<file path="config.mk">
export PLATFORM = sky130hd
export DESIGN_NAME = tv_standard_line_timing_regs
export DESIGN_NICKNAME = d
export VERILOG_FILES = /design/src/pkg/tv_timing_pkg.sv /design/src/tv_standard_line_timing_regs.sv
export SDC_FILE = /design/constraint.sdc
export NUM_CORES = 1
export LEC_CHECK = 0
export BUFFER_PORTS_ARGS = -buffer_cell sky130_fd_sc_hd__buf_2
export CAP_MARGIN = 0
export CORE_MARGIN = 1
export CORE_UTILIZATION = 60
export DETAILED_ROUTE_END_ITERATION = 8
export PLACE_DENSITY = 0.85
export SLEW_MARGIN = 10
export SYNTH_ARGS = -nofsm -noshare
export SYNTH_HDL_FRONTEND = slang
export SYNTH_SLANG_ARGS = --single-unit
</file>
<file path="constraint.sdc">
create_clock -name ref_clk_i -period 4.75 [get_ports ref_clk_i]
set_clock_uncertainty 0.05 [all_clocks]
set_input_delay 0.95 -clock ref_clk_i [delete_from_list [all_inputs] [get_ports ref_clk_i]]
set_output_delay 0.95 -clock ref_clk_i [all_outputs]
set_load 0.03 [all_outputs]
</file>
<file path="src/pkg/tv_timing_pkg.sv">
// Purpose: constants and carriers for the tv standard line timing block
// Assumes: byte-wide register port on the pixel clock
// Notes:   register window covers offsets 0x0F to 0x1E
`default_nettype none
package tv_timing_pkg;

  // ----------------------------------------------------------------
  // register map
  // ----------------------------------------------------------------
  localparam logic [7:0] STANDARDS_CONTROL_OFS        = 8'h0F;
  localparam logic [7:0] SYNC_TIP_LENGTH_OFS          = 8'h10;
  localparam logic [7:0] BREEZEWAY_LENGTH_OFS         = 8'h11;
  localparam logic [7:0] BURST_LENGTH_OFS             = 8'h12;
  localparam logic [7:0] COLOR_BACK_PORCH_LENGTH_OFS  = 8'h13;
  localparam logic [7:0] EXTENDED_BACK_PORCH_LOW_OFS  = 8'h14;
  localparam logic [7:0] ACTIVE_VIDEO_LOW_OFS         = 8'h15;
  localparam logic [7:0] ACTIVE_START_HALF_LOW_OFS    = 8'h16;
  localparam logic [7:0] ACTIVE_END_HALF_LOW_OFS      = 8'h17;
  localparam logic [7:0] TIMING_HIGH_BITS_OFS         = 8'h18;
  localparam logic [7:0] FRONT_PORCH_LENGTH_OFS       = 8'h19;
  localparam logic [7:0] EQUALIZATION_LOW_LENGTH_OFS  = 8'h1A;
  localparam logic [7:0] EQUALIZATION_HIGH_LENGTH_OFS = 8'h1B;
  localparam logic [7:0] VERTICAL_SYNC_LOW_LENGTH_OFS = 8'h1C;
  localparam logic [7:0] VERTICAL_SYNC_HIGH_LENGTH_OFS = 8'h1D;
  localparam logic [7:0] COLOR_BAR_WIDTH_OFS          = 8'h1E;
  localparam logic [7:0] REG_RESET                    = 8'h00;
  localparam logic [7:0] UNMAPPED_READ                = 8'h00;

  // ----------------------------------------------------------------
  // field positions
  // ----------------------------------------------------------------
  localparam int ENABLE_BIT   = 7;
  localparam int LINE625_BIT  = 6;
  localparam int PAL_BIT      = 5;
  localparam int PEDESTAL_BIT = 4;
  localparam int LUMA_LSB     = 2;
  localparam int CHROMA_LSB   = 0;
  localparam int XBP_HI_LSB   = 6;
  localparam int VA_HI_LSB    = 4;
  localparam int VC_HI_LSB    = 2;
  localparam int VB_HI_LSB    = 0;

  // ----------------------------------------------------------------
  // counts
  // ----------------------------------------------------------------
  localparam logic [9:0] LINES_625       = 10'h271;
  localparam logic [9:0] LINES_525       = 10'h20D;
  localparam logic [9:0] PULSE_BASE_256  = 10'h100;
  localparam logic [9:0] PULSE_BASE_512  = 10'h200;
  localparam logic [9:0] VS_FIRST_LINE   = 10'h003;
  localparam logic [9:0] EQ2_FIRST_LINE  = 10'h006;
  localparam logic [9:0] VBI_END_LINE    = 10'h009;
  localparam logic [2:0] LAST_BAR        = 3'h7;

  // ----------------------------------------------------------------
  // types
  // ----------------------------------------------------------------
  typedef enum logic [3:0] {
    SEG_SYNC       = 4'h0,
    SEG_BREEZE     = 4'h1,
    SEG_BURST      = 4'h2,
    SEG_BACK_PORCH = 4'h3,
    SEG_EXT_PORCH  = 4'h4,
    SEG_ACTIVE     = 4'h5,
    SEG_FRONT      = 4'h6,
    SEG_EQ_LOW     = 4'h7,
    SEG_EQ_HIGH    = 4'h8,
    SEG_VS_LOW     = 4'h9,
    SEG_VS_HIGH    = 4'hA
  } seg_t;

  typedef struct packed {
    logic       wr;
    logic       rd;
    logic [7:0] addr;
    logic [7:0] wdata;
  } reg_req_t;

  typedef struct packed {
    logic       line_625;
    logic       pal;
    logic       pedestal;
    logic [1:0] luma_gain;
    logic [1:0] chroma_gain;
  } std_ctrl_t;

  typedef struct packed {
    logic       sync_n;
    logic       burst_gate;
    logic       active;
    logic       phase_alt;
    logic       field;
    logic [2:0] bar_index;
    logic [9:0] line;
  } timing_out_t;

endpackage : tv_timing_pkg
`default_nettype wire

</file>
<file path="src/tv_standard_line_timing_regs.sv">
// Purpose: standard select and line timing registers with segment sequencer
// Assumes: register port and enable inputs are on the pixel clock
// Notes:   one read cycle latency; writes take effect on the next edge
`timescale 1ns/100ps
`default_nettype none

module tv_standard_line_timing_regs (
  input  wire logic                      ref_clk_i,
  input  wire logic                      rst_n_i,
  input  wire tv_timing_pkg::reg_req_t   req_i,
  input  wire logic                      standards_regs_enable_i,
  input  wire logic                      long_pulse_offset_select_i,
  output logic [7:0]                     rdata_o,
  output tv_timing_pkg::std_ctrl_t       ctrl_o,
  output tv_timing_pkg::timing_out_t     timing_o
);

  typedef struct packed {
    logic [15:0][7:0]           regs;
    tv_timing_pkg::seg_t        seg;
    logic [9:0]                 cnt;
    logic                       pulse;
    logic [7:0]                 bar_cnt;
    logic [7:0]                 rdata;
    tv_timing_pkg::std_ctrl_t   ctrl;
    tv_timing_pkg::timing_out_t tout;
  } state_t;

  state_t     st_ff;
  state_t     nxt_st;
  logic [7:0] rel_addr;
  logic [3:0] idx;
  logic       mapped;
  logic       en;
  logic [9:0] total_lines;
  logic [9:0] pulse_base;
  logic       line_end;
  logic [9:0] new_line;

  // ----------------------------------------------------------------
  // segment length lookup
  // ----------------------------------------------------------------
  function automatic logic [9:0] seg_len(input logic [15:0][7:0]   r,
                                         input tv_timing_pkg::seg_t s,
                                         input logic [9:0]          ln,
                                         input logic [9:0]          last,
                                         input logic [9:0]          base);
    logic [7:0] hi;
    hi = r[tv_timing_pkg::TIMING_HIGH_BITS_OFS[3:0] - 4'hF];
    unique case (s)
      tv_timing_pkg::SEG_SYNC:       seg_len = {2'b00, r[4'h1]};
      tv_timing_pkg::SEG_BREEZE:     seg_len = {2'b00, r[4'h2]};
      tv_timing_pkg::SEG_BURST:      seg_len = {2'b00, r[4'h3]};
      tv_timing_pkg::SEG_BACK_PORCH: seg_len = {2'b00, r[4'h4]};
      tv_timing_pkg::SEG_EXT_PORCH:
        seg_len = {hi[tv_timing_pkg::XBP_HI_LSB +: 2], r[4'h5]};
      tv_timing_pkg::SEG_ACTIVE: begin
        if (ln == tv_timing_pkg::VBI_END_LINE)
          seg_len = {hi[tv_timing_pkg::VC_HI_LSB +: 2], r[4'h7]};
        else if (ln == last)
          seg_len = {hi[tv_timing_pkg::VB_HI_LSB +: 2], r[4'h8]};
        else
          seg_len = {hi[tv_timing_pkg::VA_HI_LSB +: 2], r[4'h6]};
      end
      tv_timing_pkg::SEG_FRONT:      seg_len = {2'b00, r[4'hA]};
      tv_timing_pkg::SEG_EQ_LOW:     seg_len = {2'b00, r[4'hB]};
      tv_timing_pkg::SEG_EQ_HIGH:    seg_len = base + {2'b00, r[4'hC]};
      tv_timing_pkg::SEG_VS_LOW:     seg_len = base + {2'b00, r[4'hD]};
      tv_timing_pkg::SEG_VS_HIGH:    seg_len = {2'b00, r[4'hE]};
      default:                       seg_len = 10'h001;
    endcase
  endfunction : seg_len

  function automatic tv_timing_pkg::seg_t first_seg(input logic [9:0] ln);
    if (ln < tv_timing_pkg::VS_FIRST_LINE)
      first_seg = tv_timing_pkg::SEG_EQ_LOW;
    else if (ln < tv_timing_pkg::EQ2_FIRST_LINE)
      first_seg = tv_timing_pkg::SEG_VS_LOW;
    else if (ln < tv_timing_pkg::VBI_END_LINE)
      first_seg = tv_timing_pkg::SEG_EQ_LOW;
    else
      first_seg = tv_timing_pkg::SEG_SYNC;
  endfunction : first_seg

  // ----------------------------------------------------------------
  // decode and shared terms
  // ----------------------------------------------------------------
  assign rel_addr    = req_i.addr - tv_timing_pkg::STANDARDS_CONTROL_OFS;
  assign idx         = rel_addr[3:0];
  assign mapped      = (req_i.addr >= tv_timing_pkg::STANDARDS_CONTROL_OFS) &&
                       (req_i.addr <= tv_timing_pkg::COLOR_BAR_WIDTH_OFS);
  assign en          = standards_regs_enable_i;
  assign total_lines = st_ff.ctrl.line_625 ? tv_timing_pkg::LINES_625
                                           : tv_timing_pkg::LINES_525;
  assign pulse_base  = (en && long_pulse_offset_select_i) ?
                       tv_timing_pkg::PULSE_BASE_512 : tv_timing_pkg::PULSE_BASE_256;
  assign new_line    = (st_ff.tout.line == total_lines - 10'h001) ? 10'h000
                       : st_ff.tout.line + 10'h001;
  assign line_end    = (st_ff.cnt == 10'h000) &&
                       ((st_ff.seg == tv_timing_pkg::SEG_FRONT) ||
                        (st_ff.pulse && ((st_ff.seg == tv_timing_pkg::SEG_EQ_HIGH) ||
                                         (st_ff.seg == tv_timing_pkg::SEG_VS_HIGH))));

  // ----------------------------------------------------------------
  // next state
  // ----------------------------------------------------------------
  always_comb begin
    logic [7:0]          ctl;
    logic [9:0]          len;
    logic [9:0]          ln;
    tv_timing_pkg::seg_t s;
    nxt_st = st_ff;
    ctl    = st_ff.regs[4'h0];
    len    = 10'h000;
    ln     = st_ff.tout.line;
    s      = st_ff.seg;

    // register port
    if (req_i.wr && mapped) begin
      nxt_st.regs[idx] = req_i.wdata;
    end
    if (req_i.rd) begin
      if (!mapped)
        nxt_st.rdata = tv_timing_pkg::UNMAPPED_READ;
      else if (idx == 4'h0)
        nxt_st.rdata = {en, ctl[6:0]};
      else
        nxt_st.rdata = st_ff.regs[idx];
    end

    // standard controls, forced to defaults while disabled
    nxt_st.ctrl = '0;
    if (en) begin
      nxt_st.ctrl.line_625    = ctl[tv_timing_pkg::LINE625_BIT];
      nxt_st.ctrl.pal         = ctl[tv_timing_pkg::PAL_BIT];
      nxt_st.ctrl.pedestal    = ctl[tv_timing_pkg::PEDESTAL_BIT];
      nxt_st.ctrl.luma_gain   = ctl[tv_timing_pkg::LUMA_LSB +: 2];
      nxt_st.ctrl.chroma_gain = ctl[tv_timing_pkg::CHROMA_LSB +: 2];
    end

    // segment sequencer
    if (st_ff.cnt != 10'h000) begin
      nxt_st.cnt = st_ff.cnt - 10'h001;
    end else begin
      unique case (st_ff.seg)
        tv_timing_pkg::SEG_SYNC:       s = tv_timing_pkg::SEG_BREEZE;
        tv_timing_pkg::SEG_BREEZE:     s = tv_timing_pkg::SEG_BURST;
        tv_timing_pkg::SEG_BURST:      s = tv_timing_pkg::SEG_BACK_PORCH;
        tv_timing_pkg::SEG_BACK_PORCH: s = tv_timing_pkg::SEG_EXT_PORCH;
        tv_timing_pkg::SEG_EXT_PORCH:  s = tv_timing_pkg::SEG_ACTIVE;
        tv_timing_pkg::SEG_ACTIVE:     s = tv_timing_pkg::SEG_FRONT;
        tv_timing_pkg::SEG_FRONT:      s = first_seg(new_line);
        tv_timing_pkg::SEG_EQ_LOW:     s = tv_timing_pkg::SEG_EQ_HIGH;
        tv_timing_pkg::SEG_VS_LOW:     s = tv_timing_pkg::SEG_VS_HIGH;
        tv_timing_pkg::SEG_EQ_HIGH:
          s = st_ff.pulse ? first_seg(new_line) : tv_timing_pkg::SEG_EQ_LOW;
        tv_timing_pkg::SEG_VS_HIGH:
          s = st_ff.pulse ? first_seg(new_line) : tv_timing_pkg::SEG_VS_LOW;
        default:                       s = tv_timing_pkg::SEG_SYNC;
      endcase
      if ((st_ff.seg == tv_timing_pkg::SEG_EQ_HIGH) ||
          (st_ff.seg == tv_timing_pkg::SEG_VS_HIGH))
        nxt_st.pulse = ~st_ff.pulse;
      if (line_end) begin
        ln           = new_line;
        nxt_st.pulse = 1'b0;
        if (new_line == 10'h000)
          nxt_st.tout.field = ~st_ff.tout.field;
        nxt_st.tout.phase_alt = st_ff.ctrl.pal & ~st_ff.tout.phase_alt;
      end
      len        = seg_len(st_ff.regs, s, ln, total_lines - 10'h001, pulse_base);
      nxt_st.seg = s;
      nxt_st.cnt = (len == 10'h000) ? 10'h000 : len - 10'h001;
    end
    nxt_st.tout.line = ln;

    // color bar stepping within active video
    if (nxt_st.seg == tv_timing_pkg::SEG_ACTIVE && st_ff.seg == tv_timing_pkg::SEG_ACTIVE) begin
      if (st_ff.bar_cnt + 8'h01 >= st_ff.regs[4'hF]) begin
        nxt_st.bar_cnt = 8'h00;
        if (st_ff.tout.bar_index != tv_timing_pkg::LAST_BAR)
          nxt_st.tout.bar_index = st_ff.tout.bar_index + 3'h1;
      end else begin
        nxt_st.bar_cnt = st_ff.bar_cnt + 8'h01;
      end
    end else begin
      nxt_st.bar_cnt        = 8'h00;
      nxt_st.tout.bar_index = 3'h0;
    end

    nxt_st.tout.sync_n     = ~((nxt_st.seg == tv_timing_pkg::SEG_SYNC) ||
                               (nxt_st.seg == tv_timing_pkg::SEG_EQ_LOW) ||
                               (nxt_st.seg == tv_timing_pkg::SEG_VS_LOW));
    nxt_st.tout.burst_gate = (nxt_st.seg == tv_timing_pkg::SEG_BURST);
    nxt_st.tout.active     = (nxt_st.seg == tv_timing_pkg::SEG_ACTIVE);
  end

  always_ff @(posedge ref_clk_i) begin
    if (!rst_n_i) begin
      st_ff <= '0;
    end else begin
      st_ff <= nxt_st;
    end
  end

  assign rdata_o  = st_ff.rdata;
  assign ctrl_o   = st_ff.ctrl;
  assign timing_o = st_ff.tout;

  logic [9:0] age_ff;
  logic [9:0] exp_ff;
  always_ff @(posedge ref_clk_i) begin
    if (!rst_n_i) begin
      age_ff <= 10'h000;
      exp_ff <= 10'h001;
    end else if (nxt_st.seg != st_ff.seg || st_ff.cnt == 10'h000) begin
      age_ff <= 10'h000;
      exp_ff <= nxt_st.cnt + 10'h001;
    end else begin
      age_ff <= age_ff + 10'h001;
    end
  end
endmodule : tv_standard_line_timing_regs
`default_nettype wire

</file>
==> results of run 1 <==
[worst max-delay path, cell delays in order, from the launching register on]
cell       delay (ns)
dfxtp_1          0.79
nand3_1          0.18
nor4_1           0.62
a211oi_2         0.16
a21oi_1          0.22
or2_1            0.44
buf_4            0.26
mux2i_1          0.25
o2bb2ai_1        0.12
a211oi_2         0.39
nand4_2          0.23
nor3_4           0.30
nand3b_2         0.22
o22ai_1          0.11
[cells by family (layout without fill, tap and decap cells)]
| kind of cell | after synthesis | after routing |
|---|---|---|
| XOR/XNOR | 32 | 32 |
| other | 0 | 1 |
| AND/OR/NAND/NOR | 399 | 399 |
| multiplexers | 199 | 199 |
| buffers and inverters | 141 | 160 |
| adder cells (fa/ha/maj) | 22 | 22 |
| AO/OA/AOI/OAI | 184 | 184 |
| flip-flops | 184 | 184 |
[registers in the layout, indices dropped and copies added, names as in the netlist]
name      count
rdata_o       8
st_ff       151
ctrl_o        7
timing_o     18
[worst paths after layout]
check	endpoint	from	cells past startpoint
max reg2reg	st_ff[47]	timing_o[3]	13
min	st_ff[33]	st_ff[33]	1
min reg2reg	st_ff[33]	st_ff[33]	1
max	st_ff[47]	timing_o[3]	13
[area by class of cell]
cell class | instances | area [sq um] | share of cell area [%]
diodes | 1 | 2.50 | 0.0210
clock buffers | 17 | 425 | 3.56
clock inverters | 15 | 163 | 1.36
inverters | 32 | 120 | 1.01
multi-input cells | 836 | 6670 | 55.9
flip-flops and latches | 184 | 3680 | 30.8
well taps | 229 | 287 | 2.40
repair buffers | 96 | 588 | 4.92
[cell usage after synthesis, types with 15 or more instances]
| cell type | n |
|---|---|
| nor2b_1 | 148 |
| inv_1 | 32 |
| nor3_1 | 17 |
| clkbuf_1 | 59 |
| ha_1 | 22 |
| dfxtp_1 | 184 |
| mux4_2 | 40 |
| and3_1 | 15 |
| o22ai_1 | 15 |
| nor2_1 | 69 |
| a21oi_1 | 30 |
| buf_4 | 33 |
| o21ai_0 | 21 |
| xnor2_1 | 18 |
| nand2_1 | 51 |
| mux2i_1 | 147 |
| nand3_1 | 23 |
| and2_1 | 19 |
[repair_timing]
action | in CTS | in global routing
hold buffers | 0 | 0
setup endpoints to repair | 0 | 4
gates resized for setup | 0 | 1
[per-layer routing]
| metal | vias up | GRT usage, % | routed length, um |
|---|---|---|---|
| met5 | - | 0 | 0 |
| met4 | 0 | 13.0 | 1070 |
| met3 | 94 | 8.09 | 3290 |
| met2 | 565 | 51.9 | 13900 |
| met1 | 4341 | 45.8 | 12900 |
| li1 | 4145 | - | - |
[metrics by stage]
step / hold slack (ns) / power (W) / worst slack, ns / cells / cell area [sq um]
global placement: 0.417 / 0.00283 / 0.510 / 1377 / 11300
CTS: 0.437 / 0.00428 / 0.351 / 1409 / 11900
finish: 0.430 / 0.00431 / 0.300 / 1410 / 11900
detailed placement: 0.420 / 0.00286 / 0.365 / 1377 / 11300
global route: 0.467 / 0.00447 / 0.0238 / 1409 / 11900
floorplan: 0.391 / 0.00255 / 0.383 / 1161 / 11000
[power groups by stage]
stage	registers, W	logic, W	clock network, W
after floorplan	0.00166	0.000887	0
after global placement	0.00169	0.00114	0
after detailed placement	0.00170	0.00116	0
after CTS	0.00166	0.00118	0.00144
after global routing	0.00167	0.00130	0.00150
final	0.00166	0.00121	0.00143
[layout by cell type (no fill, tap or decap), types with 17 or more instances in the layout]
cell	count
nor3_1	17
nor2_1	69
nor2b_1	148
xnor2_1	18
ha_1	22
mux2i_1	147
o21ai_0	21
mux4_2	40
buf_2	53
nand2_1	51
nand3_1	23
dfxtp_1	184
a21oi_1	30
inv_1	32
and2_1	19
clkbuf_16	17
buf_4	43
==> flow_summary.ini, run 1 <==
[status]
status = finished, final reports clean

[yosys]
yosys.area.top_type_share_pct = 33.4
yosysUniqueCellTypes = 77
synth_edf_count = 0
synth_top_family_by_area = multiplexers
postSynth.asyncResetShare_pct = 0
syn_area_sq_um = 11000
synthMuxAreaShare_pct = 22.8
ys.flop_type = dfxtp_1
synthTopCellsByArea = dfxtp_1 (33%), mux2i_1 (13%), nor2b_1 (8.4%)
synthXorXnorAreaFrac_pct = 2.54
synth-seq-cells = 184
syn_avg_cell_area_sq_um = 9.49
syn-num-nets = 1205
synth-adder-area-share_pct = 2.50
synth.yosys.seq_area_share_pct = 33.4
synth_top_cell_by_area = dfxtp_1
synth_compound_area_share_pct = 12.5
synth-simple-area-share_pct = 20.3
yosys_warnings = 0
syn_inst = 1161

[die]
fp.dieH_um = 138
io_pins = 55
start_util_pct = 61.3
die_x_um = 138
num_rows = 49
core-area_sq_um = 18000
die_area_sq_um = 18900

[placed_design]
numPortBuffers = 54
post-dp-hpwl_um = 21900
gp_congestion = 0.948

[worst_setup_path]
critPathRequiredTime_ns = 5.02
cp-start-kind = flop
critical_path_class = reg2reg
cp_max_fo = 20
endpoint_kind = flop
reg2reg_setup_slack_ns = 0.30
critPathArrivalTime_ns = 4.72

[timing]
maxSlewHeadroom_pct = 12.1
maxSlewViolCount = 0
finalCritPeriodShare_pct = 93.7
hold_violations = 0
tightest_slew_ns = 1.31
fin_crit_ns = 4.45
setup_viol = 0
finalSetupTns_ns = 0
max_clock_freq_mhz = 225
rsz0062_at_grt = false

[cts]
cts_tree = built
clk_pin_slew_ns = 0.08
cts_setup_buffers = 0
cts.path.max_buffers = 2
cts_sinks = 184
htreeDepth = 4
clkLatencyLatePin_ns = 0.44
clock-root-buffer = clkbuf_16
cts_buffers = 17

[grt]
antenna_found_initial = 1
grt_max_degree = 127
grt_pass1_wl_um = 47900
grt_util_all_layers_pct = 33.8
first_global_vias = 8454
gr-total-overflow = 0

[drt]
drc = 0
drt_iter0_drc = 1199
drtPass1Iterations = 6
num_vias = 9145
wl_per_cell_um = 22.1
ant_nets = 0
via_per_inst = 6.49
wirelength_um = 31200

[pwr]
p_leak_nw = 4.20
p_per_area_nw_per_um2 = 361
seqPwrFrac_pct = 38.6
swShare_pct = 35.5
pwr-share-comb_pct = 28.2
power_frac_clock_pct = 33.2
peakVddDrop_uv = 345
power_switching_w = 0.00153
p_int_w = 0.00278

[job]
cap_violations = 0

[final_layout]
nFillCells = 1377
drive_gt1_share_pct = 17.6
final_nets = 1211
area_growth_pct = 8.39
fin_util_pct = 66.5

[worst_hold_path]
hold_class = reg2reg
(Power assumes the default switching activity.)
==> inputs of run 2 (changes only) <==
GPL_TIMING_DRIVEN = 0   (was not set)
==> run 2 against run 1 <==
- count of clock-buffer cells in the layout grew 1
- flip-flop and latch count is the same
- global-route usage grew 1.6 points
- worst setup slack lost 0.12 ns
- critical path depth is the same
- register-to-register slack lost 0.09 ns
- first-iteration DRC count shrank 28%
- largest cell class unchanged
- highest routed layer unchanged
==> flow_summary.ini, run 2 (synthesis results as in run 1) <==
[timing]
fin_crit_ns = 4.57
max_clock_freq_mhz = 219
maxSlewHeadroom_pct = 21.2
tightest_slew_ns = 1.18
maxSlewViolCount = 0
hold_violations = 0
finalSetupTns_ns = 0
rsz0062_at_grt = false
setup_viol = 0
finalCritPeriodShare_pct = 96.2
hold_slack_ns = 0.444
finalWorstSetupSlack_ns = 0.178

[die]
die_area_sq_um = 18900
start_util_pct = 61.3
core-area_sq_um = 18000
fp.dieH_um = 138
num_rows = 49
die_x_um = 138
io_pins = 55

[drt]
drc = 0
wl_per_cell_um = 21.7
wirelength_um = 32100
ant_nets = 0
drt_iter0_drc = 860
via_per_inst = 6.28
drtPass1Iterations = 7
num_vias = 9273

[final_layout]
largest_reg_flops = 151
drive_gt1_share_pct = 17.9
largest_register = st_ff
final_common_cell = dfxtp_1
area_growth_pct = 11.0
final_nets = 1279
mostFrequentLayoutCells = dfxtp_1 (183), nor2b_1 (148), mux2i_1 (146)
fin_cells = 1476
n_antenna_cell = 0

[placed_design]
post-dp-hpwl_um = 24400
numPortBuffers = 52
dp.cells = 1442
pre_cts_ws_ns = -0.971
gp_congestion = 0.971

[worst_setup_path]
slowest_stage = mux4_2
critPathArrivalTime_ns = 4.87
r2r-start = timing_o[0]
cp-start-kind = input pin
endpoint_kind = flop
crit_start = req_i[8]
cp_max_fo = 10
critical_path_class = in2reg
path_cells = buf_2 -> clkbuf_1 -> clkbuf_2 -> inv_1 -> ha_1 -> clkbuf_1 -> clkbuf_2 -> buf_2 -> mux4_2 -> mux4_2 -> mux2i_1 -> o22ai_1 -> and2_1
cpPeakStageDelay_ns = 0.53
critPathRequiredTime_ns = 5.05

[cts]
htreeDepth = 4
clock-root-buffer = clkbuf_16
cts.path.max_buffers = 2
clkLatencyLatePin_ns = 0.46
cts_sinks = 184
cts_buffers = 17
clk_pin_slew_ns = 0.08
cts_tree = built

[grt]
antenna_found_initial = 0
gr-total-overflow = 0
grt_max_degree = 19
first_global_vias = 8555
grt_pass1_wl_um = 49400
grt_util_all_layers_pct = 35.5

[worst_hold_path]
worstHoldStart = st_ff[33]
hold_class = reg2reg

[status]
status = finished, final reports clean

[job]
cap_violations = 0

[pwr]
p_leak_nw = 4.32
peakVddDrop_uv = 299
p_per_area_nw_per_um2 = 352
## run 2: metal layers
layer / up-vias / GRT usage (%) / share of wire [%]
met5: - / 0 / 0
met4: 0 / 12.3 / 3.1
met3: 73 / 9.42 / 10
met2: 475 / 53.6 / 43
met1: 4443 / 48.7 / 43
li1: 4282 / - / -
## run 2: critical path, delay by kind of cell
family | cells | cell delay, ns
mux | 3 | 1.12
simple gates | 1 | 0.16
buf+inv | 7 | 2.21
fa+ha+maj | 1 | 0.32
compound gates | 1 | 0.09
## run 2: final timing paths
| kind | end | slack [ns] | depth (start not counted) |
|---|---|---|---|
| min | st_ff[33] | 0.44 | 1 |
| max | rdata_o[0] | 0.18 | 13 |
| min reg2reg | st_ff[33] | 0.44 | 1 |
| max reg2reg | st_ff[48] | 0.21 | 18 |
## run 2: area by class of cell
class | count | area, sq um
plain buffers | 108 | 562
clock buffers | 18 | 429
flip-flops and latches | 184 | 3680
inverters | 32 | 120
clock inverters | 13 | 138
multi-input cells | 836 | 6720
repair buffers | 56 | 290
well taps | 229 | 287
fillers | 1419 | 5730
## run 2: through the flow
step	area [sq um]	power, W	util, %
finish	12200	0.00431	68.1
global route	12200	0.00447	68.1
CTS	12100	0.00425	67.6
detailed placement	11600	0.00287	64.4
global placement	11600	0.00284	64.4
floorplan	11000	0.00255	-
## run 2: power breakdown
part	internal [W]	switching (W)	total, W
Clock	0.000696	0.000703	0.00140
Combinational	0.000440	0.000831	0.00127
Sequential	0.00160	0.0000424	0.00164
Total	0.00273	0.00158	0.00431
## run 2: timing repair
action / CTS / global route
buffers inserted: 0 / 4
pin swaps: 0 / 3
gates resized for setup: 8 / 17
hold buffers: 0 / 0
endpoints found under the setup margin: 18 / 26
==> inputs of run 3 (changes only) <==
CORE_ASPECT_RATIO = 0.8   (was not set)
==> run 3 against run 2 <==
- global-route usage decreased by 0.62 points
- utilization rose by 1.1 points
- clock power is essentially flat
- sequential power about the same
- non-clock buffer count is 1 lower
- via count grew 1.1%
- worst setup slack worse by 0.090 ns
==> flow_summary.ini, run 3 (synthesis results as in run 1) <==
[grt]
first_global_vias = 8625
antenna_found_initial = 0
grt_util_all_layers_pct = 34.9
gr-total-overflow = 0
grt_pass1_wl_um = 49600
grt_max_degree = 19

[placed_design]
gp_congestion = 1.00
dp.cells = 1438
place_area_sq_um = 11600
numPortBuffers = 52
post-dp-hpwl_um = 24700

[final_layout]
area_growth_pct = 10.9
final_common_cell = dfxtp_1
largest_register = st_ff
final_nets = 1278
mostFrequentLayoutCells = dfxtp_1 (184), nor2b_1 (148), mux2i_1 (145)
postLayoutCellArea_sq_um = 12200
n_antenna_cell = 0
fin_util_pct = 69.2
drive_gt1_share_pct = 18.4
largest_reg_flops = 151
fin_cells = 1472
nFillCells = 1348

[drt]
num_vias = 9374
via_per_inst = 6.37
ant_nets = 0
wirelength_um = 32500
wl_per_cell_um = 22.1
drt_iter0_drc = 1439
drc = 0
drtPass1Iterations = 7

[pwr]
power_switching_w = 0.00158
power_frac_clock_pct = 32.1
pwr-share-comb_pct = 30.0
swShare_pct = 36.6
p_total_w = 0.00431
p_int_w = 0.00274
seqPwrFrac_pct = 38.0
p_per_area_nw_per_um2 = 353
p_leak_nw = 4.31
peakVddDrop_uv = 304

[worst_setup_path]
reg2reg_setup_slack_ns = 0.09
critPathArrivalTime_ns = 4.94
cp_max_fo = 10
critPathRequiredTime_ns = 5.03
critical_path_class = reg2reg
r2r-start = timing_o[0]
endpoint_kind = flop
cp-start-kind = flop
r2r_cells = 17
worst_r2r_endpoint = st_ff[49]

[timing]
fin_crit_ns = 4.66
tightest_slew_ns = 1.08
finalCritPeriodShare_pct = 98.1
hold_violations = 0
setup_viol = 0
max_clock_freq_mhz = 215
maxSlewViolCount = 0
hold_slack_ns = 0.446
maxSlewHeadroom_pct = 27.8

[die]
num_rows = 43
core-area_sq_um = 17600
fp.dieH_um = 123
die_area_sq_um = 18900
start_util_pct = 62.4
io_pins = 55
die_x_um = 154

[worst_hold_path]
worstHoldStart = st_ff[33]
hold_class = reg2reg
hold_depth = 1
min_to = st_ff[33]

[cts]
clk_pin_slew_ns = 0.07
cts_buffers = 17
clkLatencyLatePin_ns = 0.44
cts_sinks = 184
cts_tree = built
clock-root-buffer = clkbuf_16
cts_hold_buffers = 0
cts.path.max_buffers = 2
htreeDepth = 4

[job]
cap_violations = 0

[status]
status = finished, final reports clean
==> run 3: cell count changes in the layout (fill, tap and decap cells not counted), sizes merged <==
| cell | before | now |
|---|---|---|
| clkbuf | 78 | 76 |
| clkinv | 3 | 7 |
| clkinvlp | 3 | 2 |
| inv | 39 | 38 |
==> run 3: area by class of cell <==
type | instances | area, sq um | area share, %
buffer | 108 | 558 | 4.57
clock buffer | 17 | 425 | 3.48
clock inverter | 15 | 138 | 1.13
inverter | 32 | 120 | 0.983
multi-input combinational | 836 | 6730 | 55.1
sequential | 184 | 3680 | 30.1
tap | 225 | 282 | 2.30
timing repair buffer | 55 | 283 | 2.31
==> run 3: worst max path at each step <==
stage                startpoint    endpoint  slack [ns]  cells after the start
finish              timing_o[0]   st_ff[49]        0.09                     17
global route        timing_o[0]   st_ff[44]       -0.06                     18
CTS                    req_i[8]  rdata_o[1]        0.02                     13
detailed placement     req_i[8]  rdata_o[5]       -0.85                     13
global placement       req_i[8]  rdata_o[6]       -0.82                     13
floorplan              req_i[8]  rdata_o[1]        0.38                     12
==> run 3: stage by stage <==
stage          setup TNS [ns]  setup slack, ns
2_1_floorplan               0            0.383
3_3_place_gp            -9.79           -0.817
3_5_place_dp           -10.62           -0.853
4_1_cts                     0           0.0156
5_1_grt                -0.277          -0.0557
6_report                    0           0.0887
==> run 3: what timing repair did <==
action | in CTS | in global routing
endpoints found under the hold margin | 0 | 0
buffers inserted | 0 | 3
resized for setup | 8 | 19
pin swaps | 0 | 2
endpoints found under the setup margin | 18 | 26
==> run 3: power groups by stage <==
stage                     Clock, W  Combinational (W)  Sequential [W]
after CTS                  0.00138            0.00121         0.00164
after global placement           0            0.00117         0.00167
final                      0.00138            0.00129         0.00164
after detailed placement         0            0.00120         0.00167
after global routing       0.00145            0.00138         0.00164
after floorplan                  0           0.000887         0.00166
==> run 3: per-layer routing <==
layer	track usage (%)	vias to the layer above	routed length, um	part of all wire [%]
li1	-	4284	-	-
met2	50.1	560	13400	41
met5	0	-	0	0
met1	49.0	4462	14100	43
met3	12.8	68	4290	13
met4	9.25	0	721	2.2
==> run 3: critical path: stages (launching register included) <==
cell,delay [ns]
dfxtp_1,0.38
ha_1,0.22
buf_2,0.17
and3_1,0.25
or4_1,0.50
a211oi_2,0.43
a21oi_2,0.12
or2_1,0.21
buf_2,0.22
buf_6,0.20
mux2i_2,0.31
o21ai_0,0.16
a211oi_2,0.34
ha_1,0.22
nand4_1,0.15
nor3_4,0.26
nand3b_2,0.23
o22ai_1,0.11
